$ cat src/cpi_pkg.sv
// Purpose: shared constants and types of the coprocessor instruction unit
// Assumes: 32-bit instruction words, four coprocessor unit numbers
// Notes:   unit 0 is the on-chip system-control coprocessor
package cpi_pkg;
  localparam int XLEN     = 32;
  localparam int IDX_W    = 5;
  localparam int IMM_W    = 16;
  localparam int FUN_W    = 25;
  localparam int BR_SHIFT = 2;
  // instruction field positions
  localparam int GRP_HI  = 31;
  localparam int GRP_LO  = 28;
  localparam int UNIT_HI = 27;
  localparam int UNIT_LO = 26;
  localparam int RS_HI   = 25;
  localparam int RS_LO   = 21;
  localparam int CO_BIT  = 25;
  localparam int RT_HI   = 20;
  localparam int RT_LO   = 16;
  localparam int TF_BIT  = 16;
  localparam int RD_HI   = 15;
  localparam int RD_LO   = 11;
  localparam int IMM_HI  = 15;
  localparam int FN_HI   = 5;
  localparam int FN_LO   = 0;
  // opcode groups (upper four opcode bits)
  localparam logic [3:0] GRP_COP = 4'h4;
  localparam logic [3:0] GRP_LWC = 4'hC;
  localparam logic [3:0] GRP_SWC = 4'hE;
  // sub-operation in the rs field
  localparam logic [4:0] RS_MF = 5'h00;
  localparam logic [4:0] RS_CF = 5'h02;
  localparam logic [4:0] RS_MT = 5'h04;
  localparam logic [4:0] RS_CT = 5'h06;
  localparam logic [4:0] RS_BC = 5'h08;
  // system-control coprocessor function codes
  localparam logic [5:0] FN_XLAT_RD  = 6'h01;
  localparam logic [5:0] FN_XLAT_WI  = 6'h02;
  localparam logic [5:0] FN_XLAT_WR  = 6'h06;
  localparam logic [5:0] FN_XLAT_PRB = 6'h08;
  localparam logic [5:0] FN_RFE      = 6'h10;
  // status register and its mode stack
  localparam logic [IDX_W-1:0] STATUS_IDX = 5'h0C;
  localparam logic [XLEN-1:0]  STATUS_RST = 32'h0000_0000;
  localparam int ST_CUR_LO  = 0;
  localparam int ST_PREV_LO = 2;
  localparam int ST_OLD_LO  = 4;
  localparam int ST_PAIR_W  = 2;
  // exception causes
  localparam logic [4:0] EXC_RESERVED  = 5'h0A;
  localparam logic [4:0] EXC_COP_ABSENT = 5'h0B;

  typedef enum logic [1:0] {
    CPI_IDLE    = 2'b00,
    CPI_WAIT    = 2'b01,
    CPI_CAPTURE = 2'b10
  } cpi_state_t;

  typedef enum logic [1:0] {
    CPI_K_LOAD  = 2'b00,
    CPI_K_STORE = 2'b01,
    CPI_K_MOVE  = 2'b10
  } cpi_kind_t;
endpackage

$ cat src/cpi_unit.sv
// Purpose: coprocessor instruction unit of the core pipeline
// Assumes: one instruction offered at a time, taken while o_ready is high
// Notes:   units 1..3 sit on an external port, unit 0 is internal
`timescale 1ns/1ns
`default_nettype none
module cpi_unit
  import cpi_pkg::*;
#(
  parameter logic [3:0] COP_PRESENT = 4'h1,
  parameter int         SC_NREGS    = 16
)(
  input  wire logic                 i_clk,
  input  wire logic                 i_rst,
  input  wire logic                 i_valid,
  input  wire logic [XLEN-1:0]      i_instr,
  input  wire logic [XLEN-1:0]      i_rt_value,
  input  wire logic [XLEN-1:0]      i_base_value,
  input  wire logic [XLEN-1:0]      i_delay_pc,
  output logic                      o_ready,
  output logic                      o_mem_re,
  output logic                      o_mem_we,
  output logic      [XLEN-1:0]      o_mem_addr,
  output logic      [XLEN-1:0]      o_mem_wdata,
  input  wire logic [XLEN-1:0]      i_mem_rdata,
  output logic                      o_cop_re,
  output logic                      o_cop_we,
  output logic                      o_cop_ctrl,
  output logic      [1:0]           o_cop_unit,
  output logic      [IDX_W-1:0]     o_cop_idx,
  output logic      [XLEN-1:0]      o_cop_wdata,
  input  wire logic [XLEN-1:0]      i_cop_rdata,
  output logic                      o_cop_op,
  output logic      [FUN_W-1:0]     o_cop_fun,
  input  wire logic [3:0]           i_cop_cond,
  output logic                      o_gpr_we,
  output logic      [IDX_W-1:0]     o_gpr_idx,
  output logic      [XLEN-1:0]      o_gpr_wdata,
  output logic                      o_br_valid,
  output logic                      o_br_taken,
  output logic      [XLEN-1:0]      o_br_target,
  output logic                      o_exc_valid,
  output logic      [4:0]           o_exc_cause,
  input  wire logic [IDX_W-1:0]     i_reg_addr,
  input  wire logic [XLEN-1:0]      i_reg_wdata,
  input  wire logic                 i_reg_we,
  input  wire logic                 i_reg_re,
  output logic      [XLEN-1:0]      o_reg_rdata
);
  import cpi_pkg::*;

  generate
    if (!COP_PRESENT[0])
    begin : g_bad
      $error("the system-control coprocessor must be present");
    end
  endgenerate

  typedef struct packed {
    cpi_state_t       state;
    cpi_kind_t        kind;
    logic [1:0]       unit;
    logic             ready;
    logic             mem_re;
    logic             mem_we;
    logic [XLEN-1:0]  mem_addr;
    logic [XLEN-1:0]  mem_wdata;
    logic             cop_re;
    logic             cop_we;
    logic             cop_ctrl;
    logic [1:0]       cop_unit;
    logic [IDX_W-1:0] cop_idx;
    logic [XLEN-1:0]  cop_wdata;
    logic             cop_op;
    logic [FUN_W-1:0] cop_fun;
    logic             gpr_we;
    logic [IDX_W-1:0] gpr_idx;
    logic [XLEN-1:0]  gpr_wdata;
    logic             br_valid;
    logic             br_taken;
    logic [XLEN-1:0]  br_target;
    logic             exc_valid;
    logic [4:0]       exc_cause;
    logic [XLEN-1:0]  reg_rdata;
  } cpi_core_state_t;

  cpi_core_state_t r_reg;
  cpi_core_state_t r_next;

  ////////////////////////////////////////////////////////////////////////////
  // decode

  logic             fire;
  logic [3:0]       grp;
  logic [1:0]       unit;
  logic             present;
  logic             internal;
  logic [4:0]       rs;
  logic [IDX_W-1:0] rt;
  logic [IDX_W-1:0] rd;
  logic [5:0]       fn;
  logic [XLEN-1:0]  sext_imm;
  logic [XLEN-1:0]  eff_addr;
  logic [XLEN-1:0]  br_tgt;
  logic             is_lwc;
  logic             is_swc;
  logic             is_cop;
  logic             is_co;
  logic             is_xlat;

  assign fire     = i_valid && r_reg.ready;
  assign grp      = i_instr[GRP_HI:GRP_LO];
  assign unit     = i_instr[UNIT_HI:UNIT_LO];
  assign present  = COP_PRESENT[unit];
  assign internal = (unit == 2'h0);
  assign rs       = i_instr[RS_HI:RS_LO];
  assign rt       = i_instr[RT_HI:RT_LO];
  assign rd       = i_instr[RD_HI:RD_LO];
  assign fn       = i_instr[FN_HI:FN_LO];
  // immediate format for loads and stores
  assign sext_imm = XLEN'($signed(i_instr[IMM_HI:0]));
  assign eff_addr = i_base_value + sext_imm;
  assign br_tgt   = i_delay_pc + (sext_imm << BR_SHIFT);
  assign is_lwc   = (grp == GRP_LWC);
  assign is_swc   = (grp == GRP_SWC);
  assign is_cop   = (grp == GRP_COP);
  assign is_co    = i_instr[CO_BIT];
  assign is_xlat  = (fn == FN_XLAT_RD) || (fn == FN_XLAT_WI) ||
                    (fn == FN_XLAT_WR) || (fn == FN_XLAT_PRB);

  ////////////////////////////////////////////////////////////////////////////
  // system-control coprocessor registers

  logic             iw_inst;
  logic [IDX_W-1:0] iw_idx;
  logic [XLEN-1:0]  iw_data;
  logic             sc_rfe;
  logic             sc_we;
  logic [IDX_W-1:0] sc_widx;
  logic [XLEN-1:0]  sc_wdata;
  logic [XLEN-1:0]  sc_rdata_a;
  logic [XLEN-1:0]  sc_rdata_b;
  logic [XLEN-1:0]  sc_status;

  // a bus write colliding with an instruction update is dropped
  assign sc_we    = iw_inst || (i_reg_we && !sc_rfe);
  assign sc_widx  = iw_inst ? iw_idx : i_reg_addr;
  assign sc_wdata = iw_inst ? iw_data : i_reg_wdata;

  cpi_sysctl_regs #(
    .NREGS     (SC_NREGS)
  ) u_sc (
    .i_clk     (i_clk),
    .i_rst     (i_rst),
    .i_we      (sc_we),
    .i_widx    (sc_widx),
    .i_wdata   (sc_wdata),
    .i_rfe     (sc_rfe),
    .i_ridx_a  (is_swc ? rt : rd),
    .i_ridx_b  (i_reg_addr),
    .o_rdata_a (sc_rdata_a),
    .o_rdata_b (sc_rdata_b),
    .o_status  (sc_status)
  );

  ////////////////////////////////////////////////////////////////////////////
  // sequencing

  always_comb
  begin
    r_next           = r_reg;
    r_next.mem_re    = 1'b0;
    r_next.mem_we    = 1'b0;
    r_next.cop_re    = 1'b0;
    r_next.cop_we    = 1'b0;
    r_next.cop_op    = 1'b0;
    r_next.gpr_we    = 1'b0;
    r_next.br_valid  = 1'b0;
    r_next.exc_valid = 1'b0;
    r_next.reg_rdata = i_reg_re ? sc_rdata_b : '0;
    iw_inst          = 1'b0;
    iw_idx           = rd;
    iw_data          = i_rt_value;
    sc_rfe           = 1'b0;
    case (r_reg.state)
      CPI_IDLE:
      begin
        if (fire && (is_lwc || is_swc || is_cop) && !present)
        begin
          r_next.exc_valid = 1'b1;
          r_next.exc_cause = EXC_COP_ABSENT;
        end
        else if (fire && is_lwc)
        begin
          r_next.mem_re   = 1'b1;
          r_next.mem_addr = eff_addr;
          r_next.kind     = CPI_K_LOAD;
          r_next.unit     = unit;
          r_next.cop_idx  = rt;
          r_next.ready    = 1'b0;
          r_next.state    = CPI_WAIT;
        end
        else if (fire && is_swc && internal)
        begin
          r_next.mem_we    = 1'b1;
          r_next.mem_addr  = eff_addr;
          r_next.mem_wdata = sc_rdata_a;
        end
        else if (fire && is_swc)
        begin
          r_next.cop_re   = 1'b1;
          r_next.cop_ctrl = 1'b0;
          r_next.cop_unit = unit;
          r_next.cop_idx  = rt;
          r_next.mem_addr = eff_addr;
          r_next.kind     = CPI_K_STORE;
          r_next.ready    = 1'b0;
          r_next.state    = CPI_WAIT;
        end
        else if (fire && is_cop && is_co && internal)
        begin
          if (fn == FN_RFE)
          begin
            sc_rfe = 1'b1;
          end
          else
          begin
            // translation-buffer and unknown functions trap
            r_next.exc_valid = 1'b1;
            r_next.exc_cause = EXC_RESERVED;
          end
        end
        else if (fire && is_cop && is_co)
        begin
          // unit-defined format; nothing in the core is written
          r_next.cop_op   = 1'b1;
          r_next.cop_unit = unit;
          r_next.cop_fun  = i_instr[FUN_W-1:0];
        end
        else if (fire && is_cop && rs == RS_BC)
        begin
          r_next.br_valid  = 1'b1;
          r_next.br_target = br_tgt;
          // true form follows the line, false form its inverse
          r_next.br_taken  = (i_cop_cond[unit] == i_instr[TF_BIT]);
        end
        else if (fire && is_cop && internal && rs == RS_MT)
        begin
          iw_inst = 1'b1;
        end
        else if (fire && is_cop && internal && rs == RS_MF)
        begin
          r_next.gpr_we    = 1'b1;
          r_next.gpr_idx   = rt;
          r_next.gpr_wdata = sc_rdata_a;
        end
        else if (fire && is_cop && !internal && (rs == RS_MT || rs == RS_CT))
        begin
          r_next.cop_we    = 1'b1;
          r_next.cop_ctrl  = (rs == RS_CT);
          r_next.cop_unit  = unit;
          r_next.cop_idx   = rd;
          r_next.cop_wdata = i_rt_value;
        end
        else if (fire && is_cop && !internal && (rs == RS_MF || rs == RS_CF))
        begin
          r_next.cop_re   = 1'b1;
          r_next.cop_ctrl = (rs == RS_CF);
          r_next.cop_unit = unit;
          r_next.cop_idx  = rd;
          r_next.gpr_idx  = rt;
          r_next.kind     = CPI_K_MOVE;
          r_next.ready    = 1'b0;
          r_next.state    = CPI_WAIT;
        end
        else if (fire && is_cop)
        begin
          // control moves on unit 0 and unknown sub-operations
          r_next.exc_valid = 1'b1;
          r_next.exc_cause = EXC_RESERVED;
        end
      end
      CPI_WAIT:
      begin
        r_next.state = CPI_CAPTURE;
      end
      CPI_CAPTURE:
      begin
        r_next.state = CPI_IDLE;
        r_next.ready = 1'b1;
        case (r_reg.kind)
          CPI_K_LOAD:
          begin
            if (r_reg.unit == 2'h0)
            begin
              iw_inst = 1'b1;
              iw_idx  = r_reg.cop_idx;
              iw_data = i_mem_rdata;
            end
            else
            begin
              r_next.cop_we    = 1'b1;
              r_next.cop_ctrl  = 1'b0;
              r_next.cop_unit  = r_reg.unit;
              r_next.cop_wdata = i_mem_rdata;
            end
          end
          CPI_K_STORE:
          begin
            r_next.mem_we    = 1'b1;
            r_next.mem_wdata = i_cop_rdata;
          end
          default:
          begin
            r_next.gpr_we    = 1'b1;
            r_next.gpr_wdata = i_cop_rdata;
          end
        endcase
      end
      default:
      begin
        r_next.state = CPI_IDLE;
        r_next.ready = 1'b1;
      end
    endcase
  end

  always_ff @(posedge i_clk)
  begin
    if (i_rst)
    begin
      r_reg       <= '0;
      r_reg.state <= CPI_IDLE;
      r_reg.ready <= 1'b1;
    end
    else
    begin
      r_reg <= r_next;
    end
  end

  assign o_ready     = r_reg.ready;
  assign o_mem_re    = r_reg.mem_re;
  assign o_mem_we    = r_reg.mem_we;
  assign o_mem_addr  = r_reg.mem_addr;
  assign o_mem_wdata = r_reg.mem_wdata;
  assign o_cop_re    = r_reg.cop_re;
  assign o_cop_we    = r_reg.cop_we;
  assign o_cop_ctrl  = r_reg.cop_ctrl;
  assign o_cop_unit  = r_reg.cop_unit;
  assign o_cop_idx   = r_reg.cop_idx;
  assign o_cop_wdata = r_reg.cop_wdata;
  assign o_cop_op    = r_reg.cop_op;
  assign o_cop_fun   = r_reg.cop_fun;
  assign o_gpr_we    = r_reg.gpr_we;
  assign o_gpr_idx   = r_reg.gpr_idx;
  assign o_gpr_wdata = r_reg.gpr_wdata;
  assign o_br_valid  = r_reg.br_valid;
  assign o_br_taken  = r_reg.br_taken;
  assign o_br_target = r_reg.br_target;
  assign o_exc_valid = r_reg.exc_valid;
  assign o_exc_cause = r_reg.exc_cause;
  assign o_reg_rdata = r_reg.reg_rdata;

  logic ext_ok;
  assign ext_ok = fire && present && !internal;
endmodule
`default_nettype wire

$ cat src/cpi_sysctl_regs.sv
// Purpose: register file of the system-control coprocessor
// Assumes: one write port, two combinational read ports
// Notes:   return-from-exception pops the status mode stack
`timescale 1ns/1ns
`default_nettype none
module cpi_sysctl_regs
  import cpi_pkg::*;
#(
  parameter int NREGS = 16
)(
  input  wire logic             i_clk,
  input  wire logic             i_rst,
  input  wire logic             i_we,
  input  wire logic [IDX_W-1:0] i_widx,
  input  wire logic [XLEN-1:0]  i_wdata,
  input  wire logic             i_rfe,
  input  wire logic [IDX_W-1:0] i_ridx_a,
  input  wire logic [IDX_W-1:0] i_ridx_b,
  output logic      [XLEN-1:0]  o_rdata_a,
  output logic      [XLEN-1:0]  o_rdata_b,
  output logic      [XLEN-1:0]  o_status
);
  import cpi_pkg::*;

  generate
    if (NREGS <= STATUS_IDX || NREGS > (1 << IDX_W))
    begin : g_bad
      $error("NREGS must hold the status register and fit the index");
    end
  endgenerate

  typedef struct packed {
    logic [NREGS-1:0][XLEN-1:0] regs;
  } cpi_sc_state_t;

  cpi_sc_state_t r_reg;
  cpi_sc_state_t r_next;
  logic [XLEN-1:0] st;

  always_comb
  begin
    r_next = r_reg;
    if (i_we && 32'(i_widx) < NREGS)
    begin
      r_next.regs[i_widx] = i_wdata;
    end
    st = r_next.regs[STATUS_IDX];
    if (i_rfe)
    begin
      // old pair moves to previous, previous to current; old stays
      st[ST_CUR_LO +: ST_PAIR_W]  = st[ST_PREV_LO +: ST_PAIR_W];
      st[ST_PREV_LO +: ST_PAIR_W] = st[ST_OLD_LO +: ST_PAIR_W];
    end
    r_next.regs[STATUS_IDX] = st;
  end

  always_ff @(posedge i_clk)
  begin
    if (i_rst)
    begin
      r_reg.regs             <= '0;
      r_reg.regs[STATUS_IDX] <= STATUS_RST;
    end
    else
    begin
      r_reg <= r_next;
    end
  end

  assign o_rdata_a = (32'(i_ridx_a) < NREGS) ? r_reg.regs[i_ridx_a] : '0;
  assign o_rdata_b = (32'(i_ridx_b) < NREGS) ? r_reg.regs[i_ridx_b] : '0;
  assign o_status  = r_reg.regs[STATUS_IDX];
endmodule
`default_nettype wire

$ cat config.mk
export PLATFORM = sky130hd
export DESIGN_NAME = cpi_unit
export DESIGN_NICKNAME = d
export VERILOG_FILES = /design/src/cpi_pkg.sv /design/src/cpi_unit.sv /design/src/cpi_sysctl_regs.sv
export SDC_FILE = /design/constraint.sdc
export NUM_CORES = 2
export LEC_CHECK = 0
export CAP_MARGIN = 25
export CORE_ASPECT_RATIO = 0.5
export CORE_MARGIN = 1.5
export CORE_UTILIZATION = 35
export DETAILED_ROUTE_END_ITERATION = 16
export DONT_BUFFER_PORTS = 1
export GPL_ROUTABILITY_DRIVEN = 0
export PLACE_DENSITY_LB_ADDON = 0.12
export SLEW_MARGIN = 5
export SYNTH_ARGS = -nofsm -noshare
export SYNTH_HDL_FRONTEND = slang
export SYNTH_SLANG_ARGS = --single-unit
$ cat constraint.sdc
create_clock -name i_clk -period 2.6 [get_ports i_clk]
set_input_delay 0 -clock i_clk [delete_from_list [all_inputs] [get_ports i_clk]]
set_output_delay 0 -clock i_clk [all_outputs]
set_load 0.02 [all_outputs]
==> results.json <==
{
  "seq_area_frac_synth": 0.372,
  "setup_slack_ns": -0.382,
  "synth_edf_count": 0,
  "hold_start": "i_rst",
  "drt_iter0_markers": 2879,
  "ant_nets": 0,
  "place_ws_ns": -0.290,
  "period_share": 1.15,
  "run_status": "finished with violations",
  "clk_latency_ns": 0.71,
  "yosysUniqueCellTypes": 84,
  "grt_pass1_wl_mm": 225,
  "wl_met1_mm": 70.5,
  "clk_pin_slew_ns": 0.07,
  "dr.pass1.iters": 6,
  "area_growth_pct": 24.2,
  "synth_top_flop_cell": "dfxtp_1",
  "critPathSlowestCell": "or3_4",
  "min_to": "o_cop_wdata[5]$_SDFFE_PP0P_",
  "port_buffers": 0,
  "worstPathRequired_ns": 3.07,
  "grt_pass1_vias": 32100,
  "synthesis.area_um2": 40900,
  "finalSetupViolCount": 570,
  "h-tree-depth": 3,
  "die_height_um": 245,
  "cp.arrival_ns": 3.45,
  "rsz0062_at_grt": "yes",
  "wl_mm": 163,
  "drv_cap": 0,
  "whs_ns": -0.592,
  "antenna_found_initial": 14,
  "cp-end-kind": "flop",
  "synthCells": 4168,
  "p_comb_frac": 0.111,
  "reg2reg_slack_ns": -0.38,
  "synth_top_cell_area_share": 0.372,
  "dpl_cell_area_um2": 42600,
  "ys_top_cells_by_area": "dfxtp_1 (37%), mux4_2 (16%), mux2i_1 (10%)",
  "vdd_ir_drop_max_v": 0.000449,
  "vias_per_cell": 5.64,
  "hpwlAfterDp_mm": 94.4,
  "top_layer": "met5",
  "rows": 88,
  "slew_violations": 567,
  "clkPwrFrac": 0.450,
  "avgSynthCellArea_um2": 9.81,
  "cts_tree": "done",
  "critical_path.max_fanout": 6,
  "routedWlPerCell_um": 27.7,
  "dieArea_um2": 119000,
  "grt_max_degree": 727,
  "hp-class": "in -> reg",
  "critical_path.cell_chain": "nand4b_4 -> buf_4 -> nor3_4 -> nor3_2 -> buf_4 -> a41oi_4 -> or3_4 -> o21a_4 -> nor2_8 -> buf_12 -> buf_12 -> mux2i_1 -> nor2_1",
  "synth_area_leader_cell": "dfxtp_1",
  "largest_reg_flops": 480,
  "fmax_mhz": 335,
  "pwr-share-seq": 0.438,
  "switching_share": 0.264,
  "slowest_delay_ns": 0.45,
  "maxSlewHeadroom": -1.06,
  "hold_viol": 582,
  "num_io_pins": 483,
  "period_needed_ns": 2.98,
  "wl_met2_mm": 69.6,
  "cts_max_path_buffers": 3,
  "final_area_um2": 50800,
  "numClockSinks": 760,
  "cp-start-kind": "flop",
  "switching_power_mw": 7.13,
  "reg2regPathDepth": 13,
  "met3WireLength_mm": 15.9,
  "finClkSkew_ns": 0.0237,
  "violations": "negative hold slack, max-slew violations, negative setup slack",
  "via_count": 33100,
  "drive_gt1_frac": 0.236,
  "initial_core_util": 0.354,
  "ys_warn_count": 0,
  "synth_seq_cells": 760,
  "route.detailed.drc": 0,
  "track_usage": 0.259,
  "p_per_area_nw_per_um2": 531,
  "power.internal_mw": 19.8,
  "hold-path-cell-count": 1,
  "fp.dieW_um": 486,
  "crit_type": "reg -> reg",
  "overflow": 0,
  "reg2reg_to": "u_sc.r_reg[193]$_SDFFE_PP0P_",
  "tns_ns": -129.51,
  "postSynth.asyncResetShare": 0,
  "cts_root_buffer": "clkbuf_16",
  "worst_slew_pin_slew_ns": 3.10,
  "cts_made_buffers": 79,
  "p_leak_nw": 20.1,
  "r2r_start": "o_ready$_SDFFE_PP1P_",
  "core_area_um2": 116000,
  "layout.nets": 4575
}
[through the flow]
step	std cells	power (mW)	hold slack [ns]	utilization
2_1_floorplan	4171	13.9	0.136	-
3_3_place_gp	5380	14.5	0.121	0.369
3_5_place_dp	5380	14.5	0.121	0.369
4_1_cts	5803	27.1	-0.626	0.426
5_1_grt	5871	27.9	-0.618	0.439
6_report	5875	27.0	-0.592	0.439
[power by group through the flow]
stage	registers (mW)	logic [mW]	clock network [mW]
3_5_place_dp	12.1	2.41	0
6_report	11.8	3.00	12.1
3_3_place_gp	12.1	2.41	0
5_1_grt	11.8	3.18	12.9
4_1_cts	11.8	2.83	12.5
2_1_floorplan	12.0	1.88	0
[metal layers]
layer / track usage / vias to the layer above
met2: 0.381 / 1381
li1: - / 14800
met1: 0.346 / 16700
met4: 0.109 / 8
met3: 0.0870 / 286
met5: 0 / -
[cell usage after synthesis, types with 55 or more instances]
cell type  count
mux4_2       290
dfxtp_1      760
nand3_1       55
buf_4        272
clkbuf_1     199
nand2_1      528
o21ai_0       72
mux2i_1      425
a21oi_1      336
nor2b_1       70
ha_1          60
o22ai_1       69
nor2_1       543
[critical path, delay by kind of cell, from the launching register on]
family | cells | cell delay [ns]
multiplexers | 1 | 0.18
AO/OA/AOI/OAI | 2 | 0.34
AND/OR/NAND/NOR | 6 | 1.20
buffers and inverters | 4 | 0.67
flip-flops | 1 | 0.35
[cell families after synthesis]
group,synth area share
AND/OR/NAND/NOR,0.136
flip-flops,0.372
multiplexers,0.273
AO/OA/AOI/OAI,0.104
buffers and inverters,0.0849
adder cells (fa/ha/maj),0.0193
XOR/XNOR,0.0109
other,0.0000917
[how the worst max path moves through the flow]
stage	from	endpoint	slack, ns	cells after the start
floorplan	o_ready$_SDFFE_PP1P_	u_sc.r_reg[139]$_SDFFE_PP0P_	-0.05	11
global placement	o_ready$_SDFFE_PP1P_	u_sc.r_reg[274]$_SDFFE_PP0P_	-0.24	11
detailed placement	o_ready$_SDFFE_PP1P_	u_sc.r_reg[264]$_SDFFE_PP0P_	-0.29	11
CTS	o_ready$_SDFFE_PP1P_	u_sc.r_reg[132]$_SDFFE_PP0P_	-0.21	13
global route	o_ready$_SDFFE_PP1P_	u_sc.r_reg[496]$_SDFFE_PP0P_	-0.36	11
finish	o_ready$_SDFFE_PP1P_	u_sc.r_reg[193]$_SDFFE_PP0P_	-0.38	13
[area by class of cell]
class / instances / area, um2
Fill cell: 10900 / 64700
Multi-Input combinational cell: 2828 / 23100
Sequential cell: 760 / 15200
Timing Repair Buffer: 586 / 7720
Clock buffer: 108 / 2290
Tap cell: 1530 / 1910
Clock inverter: 34 / 384
Inverter: 20 / 75.1
Antenna cell: 9 / 22.5
[repair_timing]
item | CTS | global route
hold endpoints to repair | 758 | 618
hold buffers | 204 | 7
buffers inserted | 51 | 44
gates resized for setup | 128 | 158
setup endpoints to repair | 510 | 615
pin swaps | 23 | 65
cloned | 26 | 24
[placed cells by master (no fill, tap or decap), drive strengths merged, types with 6 or more instances in the layout]
cell	Yosys	routed
a211oi	18	18
a21o	23	23
a21oi	336	336
a22oi	7	7
a31oi	37	37
and2	8	8
and3	6	6
buf	365	357
clkbuf	199	131
clkinv	0	21
dfxtp	760	760
diode	0	9
dlygate4sd3	0	206
ha	60	60
inv	20	23
mux2	33	33
mux2i	425	425
mux4	290	290
nand2	532	532
nand2b	19	19
nand3	56	56
nand3b	9	9
nor2	551	551
nor2b	70	70
nor3	27	27
o211ai	34	34
o21a	11	11
o21ai	78	78
o21bai	6	6
o22ai	69	69
o31ai	8	8
or2	6	6
or3	9	9
xnor2	36	36
xor2	15	15
(Power assumes the default switching activity.)
